## src/crr_pkg.sv

```systemverilog
// Summary of operation
// (RULE1) amplitude results are valid only after software reads diagnostic done as 1
// (RULE2) reserved bits 15 and 7 of amplitude regs, 1:0 of general read zero
// (RULE3) amplitude register four bits 14:8 hold receive-pair peak three amplitude
// (RULE4) amplitude register four bits 6:0 hold receive-pair peak two amplitude
// (RULE5) amplitude register five bits 14:8 hold receive-pair peak five amplitude
// (RULE6) amplitude register five bits 6:0 hold receive-pair peak four amplitude
// (RULE7) general bits 15:11 give transmit-pair peak polarities five down to one
// (RULE8) general bits 10:6 give receive-pair peak polarities five down to one
// (RULE9) general bit 5 flags cross reflection on the transmit pair
// (RULE10) general bit 4 flags cross reflection on the receive pair
// (RULE11) general bit 3 flags more than five transmit-pair reflections
// (RULE12) general bit 2 flags more than five receive-pair reflections
// (RULE13) software combines general results with location and amplitude results
// (RULE14) reads have no side effects; software writes to results are ignored
`default_nettype none
package crr_pkg;
   // ----------------------------------------
   // register map (index = printed offset)
   // ----------------------------------------
   localparam logic [9:0] IDX_DIAG_CONTROL = 10'h01e;
   localparam logic [9:0] IDX_AMP_2_3 = 10'h183;
   localparam logic [9:0] IDX_AMP_4_5 = 10'h184;
   localparam logic [9:0] IDX_GENERAL = 10'h18a;
   localparam logic [9:0] IDX_IRQ_STATUS = 10'h190;
   localparam logic [9:0] IDX_IRQ_ENABLE = 10'h191;
   localparam logic [9:0] IDX_IRQ_CLEAR = 10'h192;
   // ----------------------------------------
   // field layout
   // ----------------------------------------
   localparam int AMP_W = 7;
   localparam int AMP_HI_LSB = 8;
   localparam int AMP_LO_LSB = 0;
   localparam int POL_TX_LSB = 11;
   localparam int POL_RX_LSB = 6;
   localparam int BIT_CROSS_TX = 5;
   localparam int BIT_CROSS_RX = 4;
   localparam int BIT_OVER_TX = 3;
   localparam int BIT_OVER_RX = 2;
   localparam int BIT_DONE = 1;
   localparam int NUM_EVT = 3;
   localparam int EVT_DONE = 0;
   localparam int EVT_CROSS = 1;
   localparam int EVT_OVER = 2;
   localparam logic [15:0] RESET_VAL = 16'h0000;
   localparam logic [15:0] DATA_RESET = 16'h0000;
   // ----------------------------------------
   // result carried from the engine
   // ----------------------------------------
   typedef struct packed {
      logic [4:0] pol_tx;
      logic [4:0] pol_rx;
      logic cross_tx;
      logic cross_rx;
      logic over_tx;
      logic over_rx;
      logic [AMP_W-1:0] amp_rx2;
      logic [AMP_W-1:0] amp_rx3;
      logic [AMP_W-1:0] amp_rx4;
      logic [AMP_W-1:0] amp_rx5;
   } crr_result_t;
endpackage
`default_nettype wire

```

## src/crr_store.sv

```systemverilog
`default_nettype none
module crr_store
   import crr_pkg::*;
(
   // clock and reset
   input wire logic pclk,
   input wire logic presetn,
   // engine side
   input wire logic load,
   input var crr_result_t res_in,
   // held result
   output var crr_result_t res_q
);
   // ----------------------------------------
   // result storage, only the engine writes it
   // ----------------------------------------
   always_ff @(posedge pclk or negedge presetn) begin
      if (!presetn) begin
         res_q <= '0;
      end else if (load) begin
         res_q <= res_in; // RULE14
      end
   end

   property p_store_load;
      @(posedge pclk) disable iff (!presetn) load |=> res_q == $past(res_in);
   endproperty
   a_store_load: assert property (p_store_load) else $error("result not loaded"); // RULE14

   property p_store_hold;
      @(posedge pclk) disable iff (!presetn) !load |=> $stable(res_q);
   endproperty
   a_store_hold: assert property (p_store_hold) else $error("result changed without load"); // RULE14
endmodule
`default_nettype wire

```

## src/crr_regs.sv

```systemverilog
`default_nettype none
module crr_regs
   import crr_pkg::*;
(
   // apb
   input wire logic pclk,
   input wire logic presetn,
   input wire logic psel,
   input wire logic penable,
   input wire logic pwrite,
   input wire logic [11:0] paddr,
   input wire logic [31:0] pwdata,
   output logic [31:0] prdata,
   output logic pready,
   output logic pslverr,
   // engine
   input wire logic test_done,
   input var crr_result_t test_result,
   // interrupt
   output logic irq
);
   crr_result_t res_q;
   logic done_q;
   logic [NUM_EVT-1:0] sts_q;
   logic [NUM_EVT-1:0] en_q;
   logic [NUM_EVT-1:0] evt;
   logic [15:0] rdata_d;
   logic hit;
   logic [9:0] idx;
   logic setup;
   logic wr_clr;

   crr_store u_store (
      .pclk(pclk),
      .presetn(presetn),
      .load(test_done),
      .res_in(test_result),
      .res_q(res_q)
   );

   // ----------------------------------------
   // apb decode
   // ----------------------------------------
   assign idx = paddr[11:2];
   assign setup = psel && !penable;
   assign wr_clr = psel && penable && pready && pwrite && idx == IDX_IRQ_CLEAR;

   always_comb begin
      hit = 1'b1;
      rdata_d = 16'h0000;
      unique case (idx)
         IDX_DIAG_CONTROL: rdata_d[BIT_DONE] = done_q; // RULE1
         IDX_AMP_2_3: begin
            rdata_d[AMP_HI_LSB +: AMP_W] = res_q.amp_rx3; // RULE3
            rdata_d[AMP_LO_LSB +: AMP_W] = res_q.amp_rx2; // RULE4
         end
         IDX_AMP_4_5: begin
            rdata_d[AMP_HI_LSB +: AMP_W] = res_q.amp_rx5; // RULE5
            rdata_d[AMP_LO_LSB +: AMP_W] = res_q.amp_rx4; // RULE6
         end
         IDX_GENERAL: begin
            rdata_d[POL_TX_LSB +: 5] = res_q.pol_tx; // RULE7
            rdata_d[POL_RX_LSB +: 5] = res_q.pol_rx; // RULE8
            rdata_d[BIT_CROSS_TX] = res_q.cross_tx; // RULE9
            rdata_d[BIT_CROSS_RX] = res_q.cross_rx; // RULE10
            rdata_d[BIT_OVER_TX] = res_q.over_tx; // RULE11
            rdata_d[BIT_OVER_RX] = res_q.over_rx; // RULE12
         end
         IDX_IRQ_STATUS: rdata_d[NUM_EVT-1:0] = sts_q;
         IDX_IRQ_ENABLE: rdata_d[NUM_EVT-1:0] = en_q;
         IDX_IRQ_CLEAR: rdata_d = 16'h0000;
         default: hit = 1'b0;
      endcase
   end

   // ----------------------------------------
   // no wait state: answer in the cycle after setup
   // ----------------------------------------
   always_ff @(posedge pclk or negedge presetn) begin
      if (!presetn) begin
         pready <= 1'b0;
         pslverr <= 1'b0;
         prdata <= 32'h00000000;
      end else if (setup) begin
         pready <= 1'b1;
         pslverr <= !hit;
         prdata <= (hit && !pwrite) ? {16'h0000, rdata_d} : 32'h00000000; // RULE2
      end else begin
         pready <= 1'b0;
         pslverr <= 1'b0;
      end
   end

   // writes reach only the enable and clear registers; results ignore them
   always_ff @(posedge pclk or negedge presetn) begin
      if (!presetn) begin
         en_q <= '0;
      end else if (psel && penable && pready && pwrite && idx == IDX_IRQ_ENABLE) begin
         en_q <= pwdata[NUM_EVT-1:0];
      end
   end

   // ----------------------------------------
   // diagnostic done, set by engine, sticky until reset
   // ----------------------------------------
   always_ff @(posedge pclk or negedge presetn) begin
      if (!presetn) begin
         done_q <= 1'b0;
      end else if (test_done) begin
         done_q <= 1'b1; // RULE1
      end
   end

   // ----------------------------------------
   // interrupts: set wins over clear
   // ----------------------------------------
   always_comb begin
      evt = '0;
      evt[EVT_DONE] = test_done;
      evt[EVT_CROSS] = test_done && (test_result.cross_tx || test_result.cross_rx);
      evt[EVT_OVER] = test_done && (test_result.over_tx || test_result.over_rx);
   end

   always_ff @(posedge pclk or negedge presetn) begin
      if (!presetn) begin
         sts_q <= '0;
      end else begin
         sts_q <= (sts_q & ~(wr_clr ? pwdata[NUM_EVT-1:0] : '0)) | evt;
      end
   end

   always_ff @(posedge pclk or negedge presetn) begin
      if (!presetn) begin
         irq <= 1'b0;
      end else begin
         irq <= |(((sts_q & ~(wr_clr ? pwdata[NUM_EVT-1:0] : '0)) | evt) & en_q);
      end
   end

   // ----------------------------------------
   // checks
   // ----------------------------------------
   property p_ready_one;
      @(posedge pclk) disable iff (!presetn) setup |=> pready ##1 !pready;
   endproperty
   a_ready_one: assert property (p_ready_one) else $error("pready timing wrong"); // RULE14

   property p_amp_rsvd;
      @(posedge pclk) disable iff (!presetn)
         (setup && !pwrite && (idx == IDX_AMP_2_3 || idx == IDX_AMP_4_5)) |=>
         (prdata[15] == 1'b0 && prdata[7] == 1'b0);
   endproperty
   a_amp_rsvd: assert property (p_amp_rsvd) else $error("amplitude reserved bit set"); // RULE2

   property p_gen_rsvd;
      @(posedge pclk) disable iff (!presetn)
         (setup && !pwrite && idx == IDX_GENERAL) |=> prdata[1:0] == 2'b00;
   endproperty
   a_gen_rsvd: assert property (p_gen_rsvd) else $error("general reserved bits set"); // RULE2

   property p_amp23;
      @(posedge pclk) disable iff (!presetn)
         (setup && !pwrite && idx == IDX_AMP_2_3 && !test_done) |=>
         (prdata[14:8] == res_q.amp_rx3 && prdata[6:0] == res_q.amp_rx2);
   endproperty
   a_amp23: assert property (p_amp23) else $error("amplitude 2/3 wrong"); // RULE3

   property p_amp45;
      @(posedge pclk) disable iff (!presetn)
         (setup && !pwrite && idx == IDX_AMP_4_5 && !test_done) |=>
         (prdata[14:8] == res_q.amp_rx5 && prdata[6:0] == res_q.amp_rx4);
   endproperty
   a_amp45: assert property (p_amp45) else $error("amplitude 4/5 wrong"); // RULE5

   property p_pol;
      @(posedge pclk) disable iff (!presetn)
         (setup && !pwrite && idx == IDX_GENERAL && !test_done) |=>
         (prdata[15:11] == res_q.pol_tx && prdata[10:6] == res_q.pol_rx);
   endproperty
   a_pol: assert property (p_pol) else $error("polarity fields wrong"); // RULE7

   property p_flags;
      @(posedge pclk) disable iff (!presetn)
         (setup && !pwrite && idx == IDX_GENERAL && !test_done) |=>
         (prdata[5:2] == {res_q.cross_tx, res_q.cross_rx, res_q.over_tx, res_q.over_rx});
   endproperty
   a_flags: assert property (p_flags) else $error("cross or overflow flags wrong"); // RULE9

   property p_done;
      @(posedge pclk) disable iff (!presetn) test_done |=> done_q && sts_q[EVT_DONE];
   endproperty
   a_done: assert property (p_done) else $error("done not flagged"); // RULE1

   property p_irq;
      @(posedge pclk) disable iff (!presetn) (|(sts_q & en_q)) && !wr_clr |=> irq;
   endproperty
   a_irq: assert property (p_irq) else $error("irq low while enabled status set");

   property p_irq_low;
      @(posedge pclk) disable iff (!presetn) !(|(sts_q & en_q)) && !test_done |=> !irq;
   endproperty
   a_irq_low: assert property (p_irq_low) else $error("irq high with no enabled status");

   property p_unmapped;
      @(posedge pclk) disable iff (!presetn) (setup && !hit) |=> pslverr && prdata == 32'h00000000;
   endproperty
   a_unmapped: assert property (p_unmapped) else $error("unmapped access not flagged");

   c_done: cover property (@(posedge pclk) disable iff (!presetn) test_done);
   c_read_gen: cover property (@(posedge pclk) disable iff (!presetn) setup && !pwrite && idx == IDX_GENERAL);
   c_irq: cover property (@(posedge pclk) disable iff (!presetn) irq);
   c_err: cover property (@(posedge pclk) disable iff (!presetn) pslverr);
endmodule
`default_nettype wire

```

## config.mk

```make
export PLATFORM = sky130hd
export DESIGN_NAME = crr_regs
export DESIGN_NICKNAME = d
export VERILOG_FILES = /design/src/crr_pkg.sv /design/src/crr_store.sv /design/src/crr_regs.sv
export SDC_FILE = /design/constraint.sdc
export NUM_CORES = 1
export LEC_CHECK = 0
export ABC_AREA = 1
export BUFFER_PORTS_ARGS = -buffer_cell sky130_fd_sc_hd__buf_2
export CAP_MARGIN = 20
export CORE_ASPECT_RATIO = 0.8
export CORE_MARGIN = 4
export CORE_UTILIZATION = 35
export CTS_BUF_LIST = sky130_fd_sc_hd__clkbuf_8
export CTS_CLUSTER_SIZE = 8
export DETAILED_ROUTE_END_ITERATION = 12
export PLACE_DENSITY_LB_ADDON = 0.08
export SLEW_MARGIN = 20
export SYNTH_ARGS = -nofsm -noshare
export SYNTH_HDL_FRONTEND = slang
export SYNTH_HIERARCHICAL = 1
export SYNTH_SLANG_ARGS = --single-unit
```

## constraint.sdc

```tcl
create_clock -name pclk -period 2.3 [get_ports pclk]
set_clock_uncertainty 0.1 [all_clocks]
set_input_delay 0.115 -clock pclk [delete_from_list [all_inputs] [get_ports pclk]]
set_output_delay 0.115 -clock pclk [all_outputs]
set_load 0.01 [all_outputs]
```

Word-level counts from Yosys, hierarchy flattened. Cells that the tools add are included.

Equal/unequal tests: 7. Multiplexer cells: 12. Bitwise gates (word level): 4. Reduce and logical (&&, ||, !) cells: 16.

Operators by type and width (count): == test 10 x 9 -> 1 bit, second input constant (6); one-hot mux 7 bit (3 select lines) (1); two-way mux 16 bit (1); one-hot mux 4 bit (3 select lines) (1); == test 10 x 5 -> 1 bit, second input constant (1); one-hot mux 1 bit (5 select lines) (2); logical AND 1 bit (9); OR reduction 7 bit (1); AND 3 bit (2); two-way mux 1 bit (5); one-hot mux 1 bit (4 select lines) (1); logical NOT 1 bit (3); two-way mux 3 bit (1); inverter 3 bit (1); OR 3 bit (1); OR reduction 3 bit (1); logical OR 1 bit (2).

Bits in registers: 84. Bits of input ports: 92. Output and inout bits: 35.

Logic depth before layout (Yosys ltp).
Depth in word-level cells: 10. Mapped depth: 12.

By module. The synthesis kept the hierarchy.

Modules (own cells, without submodules): crr_regs (instances 1, cells each 258, area each 1825.5 µm², sequential area each 650.6 µm²); crr_store (instances 1, cells each 178, area each 1654.1 µm², sequential area each 1051.0 µm²).

Worst setup path after synthesis. OpenSTA, ideal clock, no wires.

Path kind: input port to flip-flop. Start point: in paddr[5]. End point: reg en_q[0]. Setup time: 125 ps. Arrival time: 1000 ps. Required time: 2075 ps. Slack: 1075 ps. Cell stages on the path: 6. Path through: nor2_1 nand2_4 nor2_4 buf_6 nand3b_4 mux2_4.

Word-level cells in the longest chain between the ends: 2.

RTL lines: start, declared (line crr_regs.sv:11) `input wire logic [11:0] paddr,`; == test 10 x 9 -> 1 bit (line crr_regs.sv:98) `end else if (psel && penable && pready && pwrite && idx == IDX_IRQ_ENABLE) begin`; logical AND 1 bit (line crr_regs.sv:98); end signal, assigned (line crr_regs.sv:99) `en_q <= pwdata[NUM_EVT-1:0];`; end, declared (line crr_regs.sv:25) `logic [NUM_EVT-1:0] en_q;`.

Every way passes these cells. A chain may end at the register's enable or synchronous reset.

Worst setup path after layout.
Start point: in pwrite. End point: reg irq.

Word-level cells in the longest chain between the ends: 8.

RTL lines: start, declared (line crr_regs.sv:10) `input wire logic pwrite,`; logical AND 1 bit (2 in series) (line crr_regs.sv:46) `assign wr_clr = psel && penable && pready && pwrite && idx == IDX_IRQ_CLEAR;`; two-way mux 3 bit (line crr_regs.sv:136) `irq <= |(((sts_q & ~(wr_clr ? pwdata[NUM_EVT-1:0] : '0)) | evt) & en_q);`; inverter 3 bit (line crr_regs.sv:136); AND 3 bit (line crr_regs.sv:136); OR 3 bit (line crr_regs.sv:136); AND 3 bit (line crr_regs.sv:136); OR reduction 3 bit (line crr_regs.sv:136); end signal, assigned (line crr_regs.sv:136); end, declared (line crr_regs.sv:20) `output logic irq`.

Every way passes these cells.

==> flow_metrics.env <==
export IMPL_via_per_inst=4.40
export IMPL_synth_seq_area_share_pct=48.9
export IMPL_cts_tree="built"
export IMPL_grt_setup_unrepaired="false"
export IMPL_synth_avg_cell_area_um2=7.98
export IMPL_max_freq_mhz=682
export IMPL_critPathArrivalTime_ps=1590
export IMPL_synth_edf_count=0
export IMPL_power_density_mw_per_mm2=571
export IMPL_cts_clk_slew_worst_paths_ps=80
export IMPL_fin_crit_ps=1470
export IMPL_crit_type="input pin to register"
export IMPL_grt_pass1_vias=2969
export IMPL_layout_common_cells="nand2_1 (199), buf_2 (79), dfrtp_1 (68)"
export IMPL_clkSinkCount=68
export IMPL_area_delta_synth_final_pct=31.5
export IMPL_min_from="psel"
export IMPL_grt_pass1_wl_um=14900
export IMPL_finalSetupViolations=0
export IMPL_r2r_cells=7
export IMPL_fin_setup_tns_ps=0
export IMPL_die_h_um=97.2
export IMPL_drt_total_wl_um=8970
export IMPL_hold_violations=0
export IMPL_antenna_found_initial=0
export IMPL_dp_slack_ps=568
export IMPL_num_antenna_cells=0
export IMPL_holdCritPathClass="input pin to register"
export IMPL_place_gp_congestion=0.781
export IMPL_synthCells=436
export IMPL_clk_latency_ps=340
export IMPL_numPortBuffers=79
export IMPL_min_path_cells=5
export IMPL_wl_per_cell_um=12.8
export IMPL_final_max_slew_viol_count=0
export IMPL_drc=0
export IMPL_io_pins=127
export IMPL_cts_setup_buffers=0
export IMPL_rr_startpoint="pready$_DFF_PN0_"
export IMPL_numCtsBuffers=9
export IMPL_min_to="prdata[2]$_DFFE_PN0P_"
export IMPL_worst_slack_ps=834
export IMPL_drt_pass1_iterations=4
export IMPL_drtIter0Drc=166
export IMPL_synth_flop_cell="dfrtp_1"
export IMPL_final_common_cell="nand2_1"
export IMPL_worstSetupStartpointType="input pin"
export IMPL_synthArstFlopShare_pct=100
export IMPL_vias=3092
export IMPL_cts_resized=0
export IMPL_ant_nets=0
export IMPL_die_w_um=119
export IMPL_timing_max_cap_violations=0
export IMPL_drive_gt1_share_pct=23.3
export IMPL_grt_max_degree=69
export IMPL_track_usage_pct=16.2
export IMPL_yosys_warnings=6
export IMPL_fin_crit_sh_pct=63.7
export IMPL_cp_max_fo=3
export IMPL_dieArea_mm2=0.0116
export IMPL_worst_slew_pin_slew_ps=537
export IMPL_rrSetupSlack_ps=940
export IMPL_initial_core_util_pct=35.9
export IMPL_synth_area_mm2=0.00348
export IMPL_finalPower_mw=2.61
export IMPL_ir_worst_vdd_mv=0.230
export IMPL_htreeDepth=3
export IMPL_r2r_end="irq$_DFF_PN0_"
export IMPL_slew_headroom_pct=64.2
export IMPL_ys_types=27
export IMPL_num_rows=32
export IMPL_p_leak_nw=2.52
export IMPL_ys_seq_elements=68
export IMPL_fin_nets=655
export IMPL_crit_path_end_kind="register"
export IMPL_gr_total_overflow=0
export IMPL_cts_root_buf="clkbuf_8"
export IMPL_post_dp_hpwl_um=6160
export IMPL_cp_required_ps=2420
export IMPL_cts_buffer_depth=2
export IMPL_status="finished clean"
export IMPL_core_area_mm2=0.00969
worst max-delay path: stages:
cell           delay (ps)
dlygate4sd3_1         530
buf_2                 150
nand4_1               160
nor2_1                250
nand3_1               120
nand2_1                70
nand2_1                60
nand2_1                60
nand3_1                80
cells by family after synthesis:
family	after synthesis	synth area share, %
and+or+nand+nor	302	38.1
muxes	3	1.29
other	1	0.108
DFF	68	48.9
AOI/OAI and AO/OA	6	0.863
buffers and inverters	56	10.7
how the worst max path moves through the flow:
stage | startpoint | endpoint | slack (ps) | depth (start not counted)
2_1_floorplan | paddr[5] | en_q[0]$_DFFE_PN0P_ | 1080 | 6
3_3_place_gp | paddr[2] | prdata[0]$_DFFE_PN0P_ | 590 | 10
3_5_place_dp | paddr[2] | prdata[0]$_DFFE_PN0P_ | 570 | 10
4_1_cts | pwrite | irq$_DFF_PN0_ | 810 | 9
5_1_grt | pwrite | irq$_DFF_PN0_ | 740 | 9
6_report | pwrite | irq$_DFF_PN0_ | 830 | 9
sequential cells by signal, summed over array words and instances (netlist names):
name / flops
u_store/res_q: 42
pready: 1
en_q: 3
pslverr: 1
irq: 1
done_q: 1
prdata: 16
sts_q: 3
timing repair:
item / CTS / global route
setup endpoints to repair: 0 / 0
hold endpoints to repair: 120 / 0
hold buffers: 49 / 0
synthesized netlist by cell type, types with 3 or more instances:
cell type	number	area [um^2]
dfrtp_1	68	1700
nor2_2	4	25.0
mux2_4	3	45.0
buf_4	21	158
buf_6	8	90.1
nor3_1	4	20.0
nand3_1	46	230
nand2_2	12	75.1
o21ai_0	4	20.0
nand4_1	12	75.1
inv_2	3	11.3
nor2_4	4	45.0
inv_1	16	60.1
buf_2	3	15.0
nand2_1	199	747
nor2_1	18	67.6
report_power, final:
part / total, mW / switching [mW] / internal [mW] / leakage [nW]
Sequential: 1.30 / 0.0389 / 1.26 / 0.852
Clock: 0.993 / 0.465 / 0.528 / 0.0910
Combinational: 0.317 / 0.173 / 0.143 / 1.58
cell type report:
class | count | area, um^2
clock buffer | 10 | 138
clock inverter | 5 | 61.3
fill | 1010 | 5110
inverter | 22 | 91.3
multi-input combinational | 327 | 1460
sequential | 68 | 1700
tap | 136 | 170
timing repair buffer | 135 | 951
routing by layer:
metal | track usage [%] | vias to the layer above | wire [um]
li1 | - | 1596 | -
met1 | 23.9 | 1421 | 4600
met2 | 23.5 | 71 | 3860
met3 | 4.07 | 4 | 446
met4 | 4.49 | 0 | 60
met5 | 0 | - | 0
stage by stage:
step                      area, um^2  util [%]  hold WS, ps  cells
after global routing            4570      47.2         77.7    703
after global placement          3880      40.1         69.4    639
after CTS                       4570      47.2         32.8    703
after floorplan                 3540         -         -281    451
final                           4570      47.2         74.6    703
after detailed placement        3880      40.1         68.4    639
No activity file was read; power rests on OpenSTA's default activity.
